===== src/twi_pkg.sv =====
// package: constants and carrier types for the two-wire serial port mode
package twi_pkg;

	// shared control bit positions
	localparam int CTL_SOFTWARE_RESET_BIT_BIT  = 0;
	localparam int CTL_TWOWIRE_BIT = 5;
	localparam int CTL_SYNC_BIT   = 2;
	localparam int CTL_ENABLE_BIT = 0;
	localparam logic [7:0] SHARED_CTL_RESET = 8'h01;   // asynchronous uart, software reset set
	localparam logic [7:0] XFER_CTL_RESET   = 8'h00;
	localparam logic [7:0] XFER_CTL_KEEP    = 8'hF0;   // upper nibble survives disable

	// 10-bit address header pattern
	localparam logic [4:0] TEN_BIT_HEADER = 5'h1E;

	// bus timing
	localparam int CLOCK_HZ        = 50_000_000;
	localparam int STD_RATE_BPS    = 100_000;
	localparam int FAST_RATE_BPS   = 400_000;
	localparam int STD_HALF_CYCLES  = CLOCK_HZ / (2 * STD_RATE_BPS);
	localparam int FAST_HALF_CYCLES = CLOCK_HZ / (2 * FAST_RATE_BPS);

	// master command from software
	typedef struct packed {
		logic       start;       // issue start or repeated start
		logic       stop;        // issue stop when idle between bytes
		logic       ten_bit;     // use 10-bit addressing
		logic       read;        // direction bit
		logic [9:0] target;      // slave address
	} master_cmd_t;

	// status back to software
	typedef struct packed {
		logic bus_busy_flag;
		logic arbitration_lost_flag;
		logic nack_seen;
		logic byte_done;
		logic addressed_as_slave;
		logic slave_read;
		logic master_active;
		logic hold_scl;
	} status_t;

	typedef enum logic [6:0] {
		ST_IDLE  = 7'b0000001,
		ST_START = 7'b0000010,
		ST_BIT   = 7'b0000100,
		ST_ACK   = 7'b0001000,
		ST_WAIT  = 7'b0010000,
		ST_STOP  = 7'b0100000,
		ST_SLAVE = 7'b1000000
	} mstate_t;

endpackage : twi_pkg


===== src/twowire_port.sv =====
// two-wire serial bus mode of the shared serial port: master, slave, control side effects
`timescale 1ns/1ps
// Function
// reset leaves uart mode; two-wire needs sync and two-wire bits both set
// software changes configuration only while enable is zero
// enable cleared stops traffic and releases both lines
// enable cleared clears transfer control bits 3-0, keeps 7-4
// enable cleared clears data control, data and shift registers
// enable cleared leaves control, count, timing, addresses, events alone
// software sets mode under soft reset, disables, configures, enables
// leaving two-wire: clear mode bits, set soft reset, then reinit
// master gives one clock pulse per data bit
// bytes shift out most significant bit first
// first byte is 7-bit address plus direction bit
// receiver drives acknowledge on ninth clock
// start is sda fall, stop is sda rise, with scl high
// busy flag sets on start, clears on stop
// sda changes only while scl low except start and stop; the slave role releases its ack on the ninth rising scl
// 10-bit header 11110, two high bits, direction, then low byte
// repeated start resends address with new direction
// standard 100 kbps and fast 400 kbps rates supported
// lost arbitration goes slave receiver and sets lost flag
// slave receiver acknowledges every byte; address byte acked here only on own address match
// scl held low after byte while processor action pending
// lines are open drain: pull low or release
// lines sampled on clock; start/stop from sampled sda edges
module twowire_port
	import twi_pkg::*;
(
	input  wire logic        clock,                  // 50 MHz peripheral clock
	input  wire logic        arst_n,                 // async reset, active low
	input  wire logic [7:0]  shared_serial_control,  // software control byte
	input  wire logic [7:0]  transfer_control_in,    // written transfer control value
	input  wire logic        transfer_control_wr,    // write strobe
	input  wire logic        fast_mode,              // 1 selects 400 kbps
	input  wire logic [6:0]  own_address_reg,        // own slave address
	input  wire master_cmd_t cmd,                    // master command fields
	input  wire logic        cmd_valid,              // command strobe
	input  wire logic [7:0]  tx_data,                // next byte to send
	input  wire logic        cpu_release,            // processor done, release scl
	input  wire logic        scl_in,                 // scl pin level
	input  wire logic        sda_in,                 // sda pin level
	output logic             scl_out,                // always low when driving
	output logic             scl_oe,                 // high while pulling scl low
	output logic             sda_out,                // always low when driving
	output logic             sda_oe,                 // high while pulling sda low
	output logic [7:0]       transfer_control_reg,   // transfer control readback
	output logic [7:0]       bus_data_reg,           // last received byte
	output status_t          status                  // status bits
);

	// ----------------------------------------------------------------
	// mode decode and line sampling
	// ----------------------------------------------------------------
	logic twowire_mode, twowire_module_enable;
	logic scl_q, sda_q, sda_prev;
	logic start_det, stop_det;
	// two-wire only when both mode bits set; reset default is uart
	assign twowire_mode = shared_serial_control[CTL_SYNC_BIT] &
		shared_serial_control[CTL_TWOWIRE_BIT];
	assign twowire_module_enable = twowire_mode & shared_serial_control[CTL_ENABLE_BIT];

	// registered samples; pins are synchronous to clock
	always_ff @(posedge clock or negedge arst_n) begin
		if (!arst_n) begin
			scl_q    <= 1'b1;
			sda_q    <= 1'b1;
			sda_prev <= 1'b1;
		end else begin
			scl_q    <= scl_in;
			sda_q    <= sda_in;
			sda_prev <= sda_q;
		end
	end
	assign start_det = scl_q & sda_prev & ~sda_q;
	assign stop_det  = scl_q & ~sda_prev & sda_q;

	// ----------------------------------------------------------------
	// transfer control register
	// ----------------------------------------------------------------
	always_ff @(posedge clock or negedge arst_n) begin
		if (!arst_n)
			transfer_control_reg <= XFER_CTL_RESET;
		else if (!twowire_module_enable)
			transfer_control_reg <= transfer_control_reg & XFER_CTL_KEEP;
		else if (transfer_control_wr)
			transfer_control_reg <= transfer_control_in;
	end

	// ----------------------------------------------------------------
	// bit engine
	// ----------------------------------------------------------------
	mstate_t    state_reg;
	logic [7:0] shift_reg;
	logic [3:0] bit_cnt_reg;
	logic [8:0] tick_cnt_reg;
	logic       phase_reg;         // 0: scl low half, 1: scl high half
	logic       is_master_reg, rw_reg, addr_phase_reg, second_addr_reg, ten_reg;
	logic [9:0] target_reg;
	logic       stop_pend_reg, busy_reg, al_reg, nack_reg, done_reg, hold_reg;
	logic       sda_drive, scl_drive, tick, mid;
	logic [8:0] half_cycles;

	// standard or fast half period
	assign half_cycles = fast_mode ? 9'(FAST_HALF_CYCLES) : 9'(STD_HALF_CYCLES);
	assign tick = (tick_cnt_reg == half_cycles - 9'h001);
	// middle of a half period: sda moves here, well clear of any scl edge
	assign mid = (tick_cnt_reg == (half_cycles >> 1));

	// half period timer, runs in every state but idle and is held at zero while scl is held
	always_ff @(posedge clock or negedge arst_n) begin
		if (!arst_n)
			tick_cnt_reg <= 9'h000;
		else if (!twowire_module_enable || tick || state_reg == ST_IDLE || hold_reg)
			tick_cnt_reg <= 9'h000;
		else
			tick_cnt_reg <= tick_cnt_reg + 9'h001;
	end

	// bus busy tracking
	always_ff @(posedge clock or negedge arst_n) begin
		if (!arst_n)
			busy_reg <= 1'b0;
		else if (start_det)
			busy_reg <= 1'b1;
		else if (stop_det)
			busy_reg <= 1'b0;
	end

	// first address byte: 7-bit or 10-bit header
	function automatic logic [7:0] first_byte(input logic ten, input logic [9:0] a,
		input logic rd);
		first_byte = ten ? {TEN_BIT_HEADER, a[9:8], rd} : {a[6:0], rd};
	endfunction : first_byte

	// protocol sequencer for master and slave roles
	always_ff @(posedge clock or negedge arst_n) begin
		if (!arst_n) begin
			state_reg <= ST_IDLE;
			shift_reg <= 8'h00;
			bit_cnt_reg <= 4'h0;
			phase_reg <= 1'b0;
			is_master_reg <= 1'b0;
			rw_reg <= 1'b0;
			addr_phase_reg <= 1'b0;
			second_addr_reg <= 1'b0;
			ten_reg <= 1'b0;
			target_reg <= 10'h000;
			stop_pend_reg <= 1'b0;
			al_reg <= 1'b0;
			nack_reg <= 1'b0;
			done_reg <= 1'b0;
			hold_reg <= 1'b0;
			bus_data_reg <= 8'h00;
			sda_drive <= 1'b0;
			scl_drive <= 1'b0;
		end else if (!twowire_module_enable) begin
			// stop, release lines, clear data and shifters; busy, lost, nack and done flags kept
			state_reg <= ST_IDLE;
			shift_reg <= 8'h00;
			bus_data_reg <= 8'h00;
			bit_cnt_reg <= 4'h0;
			sda_drive <= 1'b0;
			scl_drive <= 1'b0;
			hold_reg <= 1'b0;
			is_master_reg <= 1'b0;
		end else begin
			done_reg <= 1'b0;
			// scl stays low until the next low half ends, so sda never moves under high scl
			if (hold_reg && cpu_release)
				hold_reg <= 1'b0;
			case (state_reg)
				ST_IDLE: begin
					if (cmd_valid && cmd.start && !busy_reg) begin
						is_master_reg <= 1'b1;
						ten_reg <= cmd.ten_bit;
						target_reg <= cmd.target;
						rw_reg <= cmd.read;
						stop_pend_reg <= cmd.stop;
						al_reg <= 1'b0;
						nack_reg <= 1'b0;
						sda_drive <= 1'b1;           // sda falls while scl high
						state_reg <= ST_START;
					end else if (start_det) begin
						state_reg <= ST_SLAVE;
						bit_cnt_reg <= 4'h0;
						addr_phase_reg <= 1'b1;
					end
				end
				ST_START: if (tick) begin
					if (scl_drive)
						scl_drive <= 1'b0;               // repeated start: free scl, sda high
					else if (!sda_drive)
						sda_drive <= 1'b1;               // sda falls while scl high
					else begin
						scl_drive <= 1'b1;
						phase_reg <= 1'b0;
						bit_cnt_reg <= 4'h0;
						addr_phase_reg <= 1'b1;
						second_addr_reg <= ten_reg & ~rw_reg;
						shift_reg <= first_byte(ten_reg, target_reg, rw_reg);
						state_reg <= ST_BIT;
					end
				end
				ST_BIT: begin
					// sda moves mid-way through scl low, msb first
					if (!phase_reg && mid)
						sda_drive <= (addr_phase_reg || !rw_reg) ? ~shift_reg[7] : 1'b0;
					if (tick && !phase_reg) begin
						scl_drive <= 1'b0;                // one pulse per bit
						phase_reg <= 1'b1;
					end else if (tick) begin
						scl_drive <= 1'b1;
						phase_reg <= 1'b0;
						shift_reg <= {shift_reg[6:0], sda_q};
						if ((addr_phase_reg || !rw_reg) && !sda_drive && !sda_q) begin
							// lost to a lower value
							al_reg <= 1'b1;
							is_master_reg <= 1'b0;
							scl_drive <= 1'b0;
							sda_drive <= 1'b0;
							state_reg <= ST_SLAVE;
						end else if (bit_cnt_reg == 4'h7)
							state_reg <= ST_ACK;
						else
							bit_cnt_reg <= bit_cnt_reg + 4'h1;
					end
				end
				ST_ACK: begin
					// ninth clock: receiver drives ack, set mid-way through scl low
					if (!phase_reg && mid)
						sda_drive <= (rw_reg && !addr_phase_reg);
					if (tick && !phase_reg) begin
						phase_reg <= 1'b1;
						scl_drive <= 1'b0;
					end else if (tick) begin
						scl_drive <= 1'b1;
						phase_reg <= 1'b0;
						if (!rw_reg || addr_phase_reg)
							nack_reg <= sda_q;
						if (rw_reg && !addr_phase_reg)
							bus_data_reg <= shift_reg;
						done_reg <= 1'b1;
						hold_reg <= 1'b1;               // wait for processor
						state_reg <= ST_WAIT;
					end
				end
				ST_WAIT: if (!hold_reg) begin
					bit_cnt_reg <= 4'h0;
					if (cmd_valid && cmd.start) begin
						// repeated start, address resent
						rw_reg <= cmd.read;
						sda_drive <= 1'b0;               // sda freed while scl still low
						state_reg <= ST_START;
					end else if (stop_pend_reg || (cmd_valid && cmd.stop) || nack_reg) begin
						sda_drive <= 1'b1;
						state_reg <= ST_STOP;
					end else begin
						addr_phase_reg <= second_addr_reg;
						second_addr_reg <= 1'b0;
						shift_reg <= second_addr_reg ? target_reg[7:0] : tx_data;
						state_reg <= ST_BIT;
					end
				end
				ST_STOP: if (tick) begin
					if (scl_drive)
						scl_drive <= 1'b0;
					else begin
						sda_drive <= 1'b0;               // sda rises with scl high
						is_master_reg <= 1'b0;
						state_reg <= ST_IDLE;
					end
				end
				ST_SLAVE: begin
					// slave receiver: count bits on rising scl, ack data bytes, address byte only on own address match
					if (stop_det)
						state_reg <= ST_IDLE;
					else if (scl_in && !scl_q) begin
						if (bit_cnt_reg == 4'h8) begin
							sda_drive <= 1'b0;
							bit_cnt_reg <= 4'h0;
							bus_data_reg <= shift_reg;
							done_reg <= 1'b1;
							addr_phase_reg <= 1'b0;
						end else begin
							shift_reg <= {shift_reg[6:0], sda_q};
							bit_cnt_reg <= bit_cnt_reg + 4'h1;
						end
					end else if (!scl_in && scl_q && bit_cnt_reg == 4'h8)
						sda_drive <= !addr_phase_reg ||
							(shift_reg[7:1] == own_address_reg);
				end
				default: state_reg <= ST_IDLE;
			endcase
		end
	end

	// open-drain pins: only ever pull low
	assign scl_out = 1'b0;
	assign sda_out = 1'b0;
	assign scl_oe  = scl_drive;
	assign sda_oe  = sda_drive;

	// status
	assign status = '{bus_busy_flag: busy_reg, arbitration_lost_flag: al_reg,
		nack_seen: nack_reg, byte_done: done_reg, addressed_as_slave: state_reg == ST_SLAVE,
		slave_read: rw_reg, master_active: is_master_reg, hold_scl: hold_reg};

	// ----------------------------------------------------------------
	// assertions
	// ----------------------------------------------------------------
	property p_release_on_disable;
		@(posedge clock) disable iff (!arst_n)
		!twowire_module_enable |=> !scl_oe && !sda_oe;
	endproperty
	a_release_on_disable: assert property (p_release_on_disable)
		else $error("lines not released after disable");

	property p_upper_nibble_kept;
		@(posedge clock) disable iff (!arst_n)
		!twowire_module_enable |=> transfer_control_reg[7:4] == $past(transfer_control_reg[7:4])
			&& transfer_control_reg[3:0] == 4'h0;
	endproperty
	a_upper_nibble_kept: assert property (p_upper_nibble_kept)
		else $error("transfer control disable effect wrong");

	property p_data_cleared;
		@(posedge clock) disable iff (!arst_n)
		!twowire_module_enable |=> bus_data_reg == 8'h00 && shift_reg == 8'h00;
	endproperty
	a_data_cleared: assert property (p_data_cleared)
		else $error("data not cleared on disable");

	property p_busy_on_start;
		@(posedge clock) disable iff (!arst_n)
		start_det |=> status.bus_busy_flag;
	endproperty
	a_busy_on_start: assert property (p_busy_on_start)
		else $error("busy not set after start");

	property p_idle_on_stop;
		@(posedge clock) disable iff (!arst_n)
		stop_det && !start_det |=> !status.bus_busy_flag;
	endproperty
	a_idle_on_stop: assert property (p_idle_on_stop)
		else $error("busy not cleared after stop");

	property p_sda_stable_high;
		@(posedge clock) disable iff (!arst_n)
		(state_reg == ST_BIT || state_reg == ST_ACK) && phase_reg && twowire_module_enable
			|=> $stable(sda_drive);
	endproperty
	a_sda_stable_high: assert property (p_sda_stable_high)
		else $error("sda moved during scl high");

	property p_arb_lost;
		@(posedge clock) disable iff (!arst_n)
		$rose(al_reg) |-> state_reg == ST_SLAVE && !is_master_reg;
	endproperty
	a_arb_lost: assert property (p_arb_lost)
		else $error("arbitration loss not handled");

	property p_hold_low;
		@(posedge clock) disable iff (!arst_n)
		hold_reg && !cpu_release && twowire_module_enable |=> scl_oe;
	endproperty
	a_hold_low: assert property (p_hold_low)
		else $error("scl not held during wait");

	property p_uart_default;
		@(posedge clock) disable iff (!arst_n)
		!twowire_mode |=> state_reg == ST_IDLE;
	endproperty
	a_uart_default: assert property (p_uart_default)
		else $error("engine active outside two-wire mode");

	c_master_start: cover property (@(posedge clock) disable iff (!arst_n)
		state_reg == ST_IDLE ##1 state_reg == ST_START);
	c_byte_done: cover property (@(posedge clock) disable iff (!arst_n) done_reg);
	c_arb_lost: cover property (@(posedge clock) disable iff (!arst_n) $rose(al_reg));
	c_slave: cover property (@(posedge clock) disable iff (!arst_n) state_reg == ST_SLAVE);

endmodule : twowire_port


===== config.mk =====
export PLATFORM = sky130hd
export DESIGN_NAME = twowire_port
export DESIGN_NICKNAME = d
export VERILOG_FILES = /design/src/twi_pkg.sv /design/src/twowire_port.sv
export SDC_FILE = /design/constraint.sdc
export NUM_CORES = 1
export LEC_CHECK = 0
export BUFFER_PORTS_ARGS = -buffer_cell sky130_fd_sc_hd__buf_2
export CAP_MARGIN = 40
export CORE_AREA = 2 2 95 97
export DETAILED_ROUTE_END_ITERATION = 8
export DIE_AREA = 0 0 97 99
export PLACE_DENSITY = 0.75
export SETUP_SLACK_MARGIN = 0.15
export SYNTH_ARGS = -nofsm -noshare
export SYNTH_HDL_FRONTEND = slang
export SYNTH_SLANG_ARGS = --single-unit

===== constraint.sdc =====
create_clock -name clock -period 3.4 [get_ports clock]
set_input_delay 1.02 -clock clock [delete_from_list [all_inputs] [get_ports clock]]
set_output_delay 1.02 -clock clock [all_outputs]
set_load 0.05 [all_outputs]

==> out/results.tsv <==
metric	value	unit
switching_share	0.285	
grt-ovfl-total	0	
place.port_buffers	73	
ys_ff_latch	71	
placementRows	34	
relSlewSlack	0.480	
dieArea	9600	um2
critPathMaxFanout	21	
r2r_slack	0.56	ns
nFillCells	771	
cap_violations	0	
antenna_cells_inserted	0	
ctsResizeCount	0	
power_frac_clock	0.365	
area_growth_syn_to_layout	16.6	%
drtIter0Drc	394	
required	2.38	ns
synth.largest_area_cell	dfrtp_1	
synth_cells	457	
yosysUniqueCellTypes	71	
synth_ff_type	dfrtp_1	
drc	0	
die_w	97	um
vdd_drop_max	309	uV
cts_max_level	3	
slew_violations	0	
drt_pass1_iterations	5	
ys_top_cells_by_area	dfrtp_1 38%, mux2_2 5.9%, mux2i_1 5.7%	
crit_family	flip-flops	
drtAntennaViolNets	0	
final_cells	646	
place_hpwl	8.93	mm
r2r.worst_path.cells	6	
clockBufferDepth	2	
syn-cell-area	4390	um2
synth.cells.most_frequent	67 x dfrtp_1, 32 x nand2_1, 32 x nor2_1	
worstHoldStart	sda_q	
clkTransAtPathRegs	0.07	ns
grt_pass1_vias	3930	
timing.rr.end	bit_cnt_reg[1]	
finClkSkew	0.0145	ns
antenna_found_initial	0	
boundaryPins	81	
synth_top_area_share	0.382	
synth-seq-area-share	0.406	
min_period	3.12	ns
cp_cell_sequence	nor3b_1 -> nand2_1 -> inv_1 -> buf_2	
tritoncts	done	
grt_max_degree	33	
startpoint_type	flip-flop	
worst_slew_pin_slew	0.780	ns
fmax	321	MHz
arrival	2.10	ns
p_comb_frac	0.175	
postSynthAreaPerCell	9.61	um2
holdWs	0.459	ns
final_hold_viol_count	0	
grt_pass1_wl	20.1	mm
fin_nets	590	
crit_buf_inv	2	
cp.depth	4	
min_period_over_period	0.918	
ys_async_sr_fraction	1.00	
routedWlPerCell	18.7	um
critPathMaxStageDelay	0.67	ns
seqPwrFrac	0.460	
place.gp.congestion	0.947	
r2r_start	state_reg[5]	
fin_ws	0.280	ns
vias	3916	
tns	0	ns
cts_hold_buf	0	
core	8550	um2
hold_depth	0	
cts_root_buf	clkbuf_8	
cp-end-kind	primary output	
numCtsBuffers	9	
insertion_delay	0.35	ns
worstSetupPathType	flip-flop to primary output	
drive_gt1_frac	0.292	
dp.cells	630	
clock_sinks	71	
yosys.cell_count.top_type	dfrtp_1	
min_path_type	flip-flop to flip-flop	
rsz0062_at_grt	false	
p_per_area	415	nW/um2
synth-edff-count	0	
wirelength	12.1	mm
p_sw	0.605	mW
largest_reg_flops	10	
p_int	1.52	mW
leakagePower	2.34	nW
setup_violations	0	
hold_end	sda_prev	
start_util	0.514	
postCtsSetupBuffers	0	
slowest_stage	dfrtp_1	
dpl_worst_slack	0.291	ns
die_h	99	um
yosysWarnings	0	
track_usage	0.260	
via_per_inst	6.06	
outcome	finished clean	
==> area by class of cell <==
cell class                 instances  area [um2]  area share
clock buffer                      11         151      0.0296
clock inverter                     5        80.1      0.0156
inverter                          23        86.3      0.0169
multi-input combinational        333        2350       0.460
sequential                        71        1780       0.348
tap                              108         135      0.0264
timing repair buffer              95         531       0.104
==> layer usage <==
layer	global-route usage	wire length (um)	up-vias
met3	0.0461	940	16
met2	0.404	5580	181
met4	0.0867	224	0
met5	0	0	-
met1	0.371	5350	1901
li1	-	-	1818
==> stage by stage <==
step | utilization | power (mW) | instance area [um2]
2_1_floorplan | - | 1.24 | 4400
3_3_place_gp | 0.572 | 1.35 | 4890
3_5_place_dp | 0.572 | 1.36 | 4890
4_1_cts | 0.599 | 2.14 | 5120
5_1_grt | 0.599 | 2.21 | 5120
6_report | 0.599 | 2.13 | 5120
==> placed cells by master, fill, tap and decap left out, types with 11 or more instances in the layout <==
master / count
o21ai_0: 18
nand3_1: 17
mux2_2: 23
inv_1: 22
buf_4: 22
a21oi_1: 29
buf_2: 73
mux2i_1: 25
nand2_1: 32
clkbuf_8: 11
nor2_1: 32
dfrtp_1: 67
==> how the worst max path moves through the flow <==
stage                 startpoint  slack [ns]              to
detailed placement     fast_mode        0.29  bit_cnt_reg[1]
global placement       fast_mode        0.37    state_reg[0]
finish              state_reg[5]        0.28       status[3]
global route        state_reg[5]        0.18       status[3]
floorplan              fast_mode        0.47    shift_reg[0]
CTS                 state_reg[5]        0.32       status[3]
==> power by group through the flow <==
stage,combinational (mW),clock (mW),sequential (mW)
floorplan,0.221,0,1.02
global placement,0.363,0,0.989
detailed placement,0.369,0,0.993
CTS,0.370,0.789,0.977
global route,0.402,0.821,0.989
finish,0.371,0.777,0.978
==> kinds of logic after synthesis <==
family | Yosys count | share of synthesized area
DFF | 71 | 0.406
muxes | 52 | 0.130
other | 1 | 0.000854
buffers and inverters | 54 | 0.0593
adders and majority gates | 4 | 0.0114
AOI/OAI and AO/OA | 108 | 0.176
xor gates and xnor gates | 16 | 0.0319
and+or+nand+nor | 151 | 0.185
No activity file was read; power rests on OpenSTA's default activity.
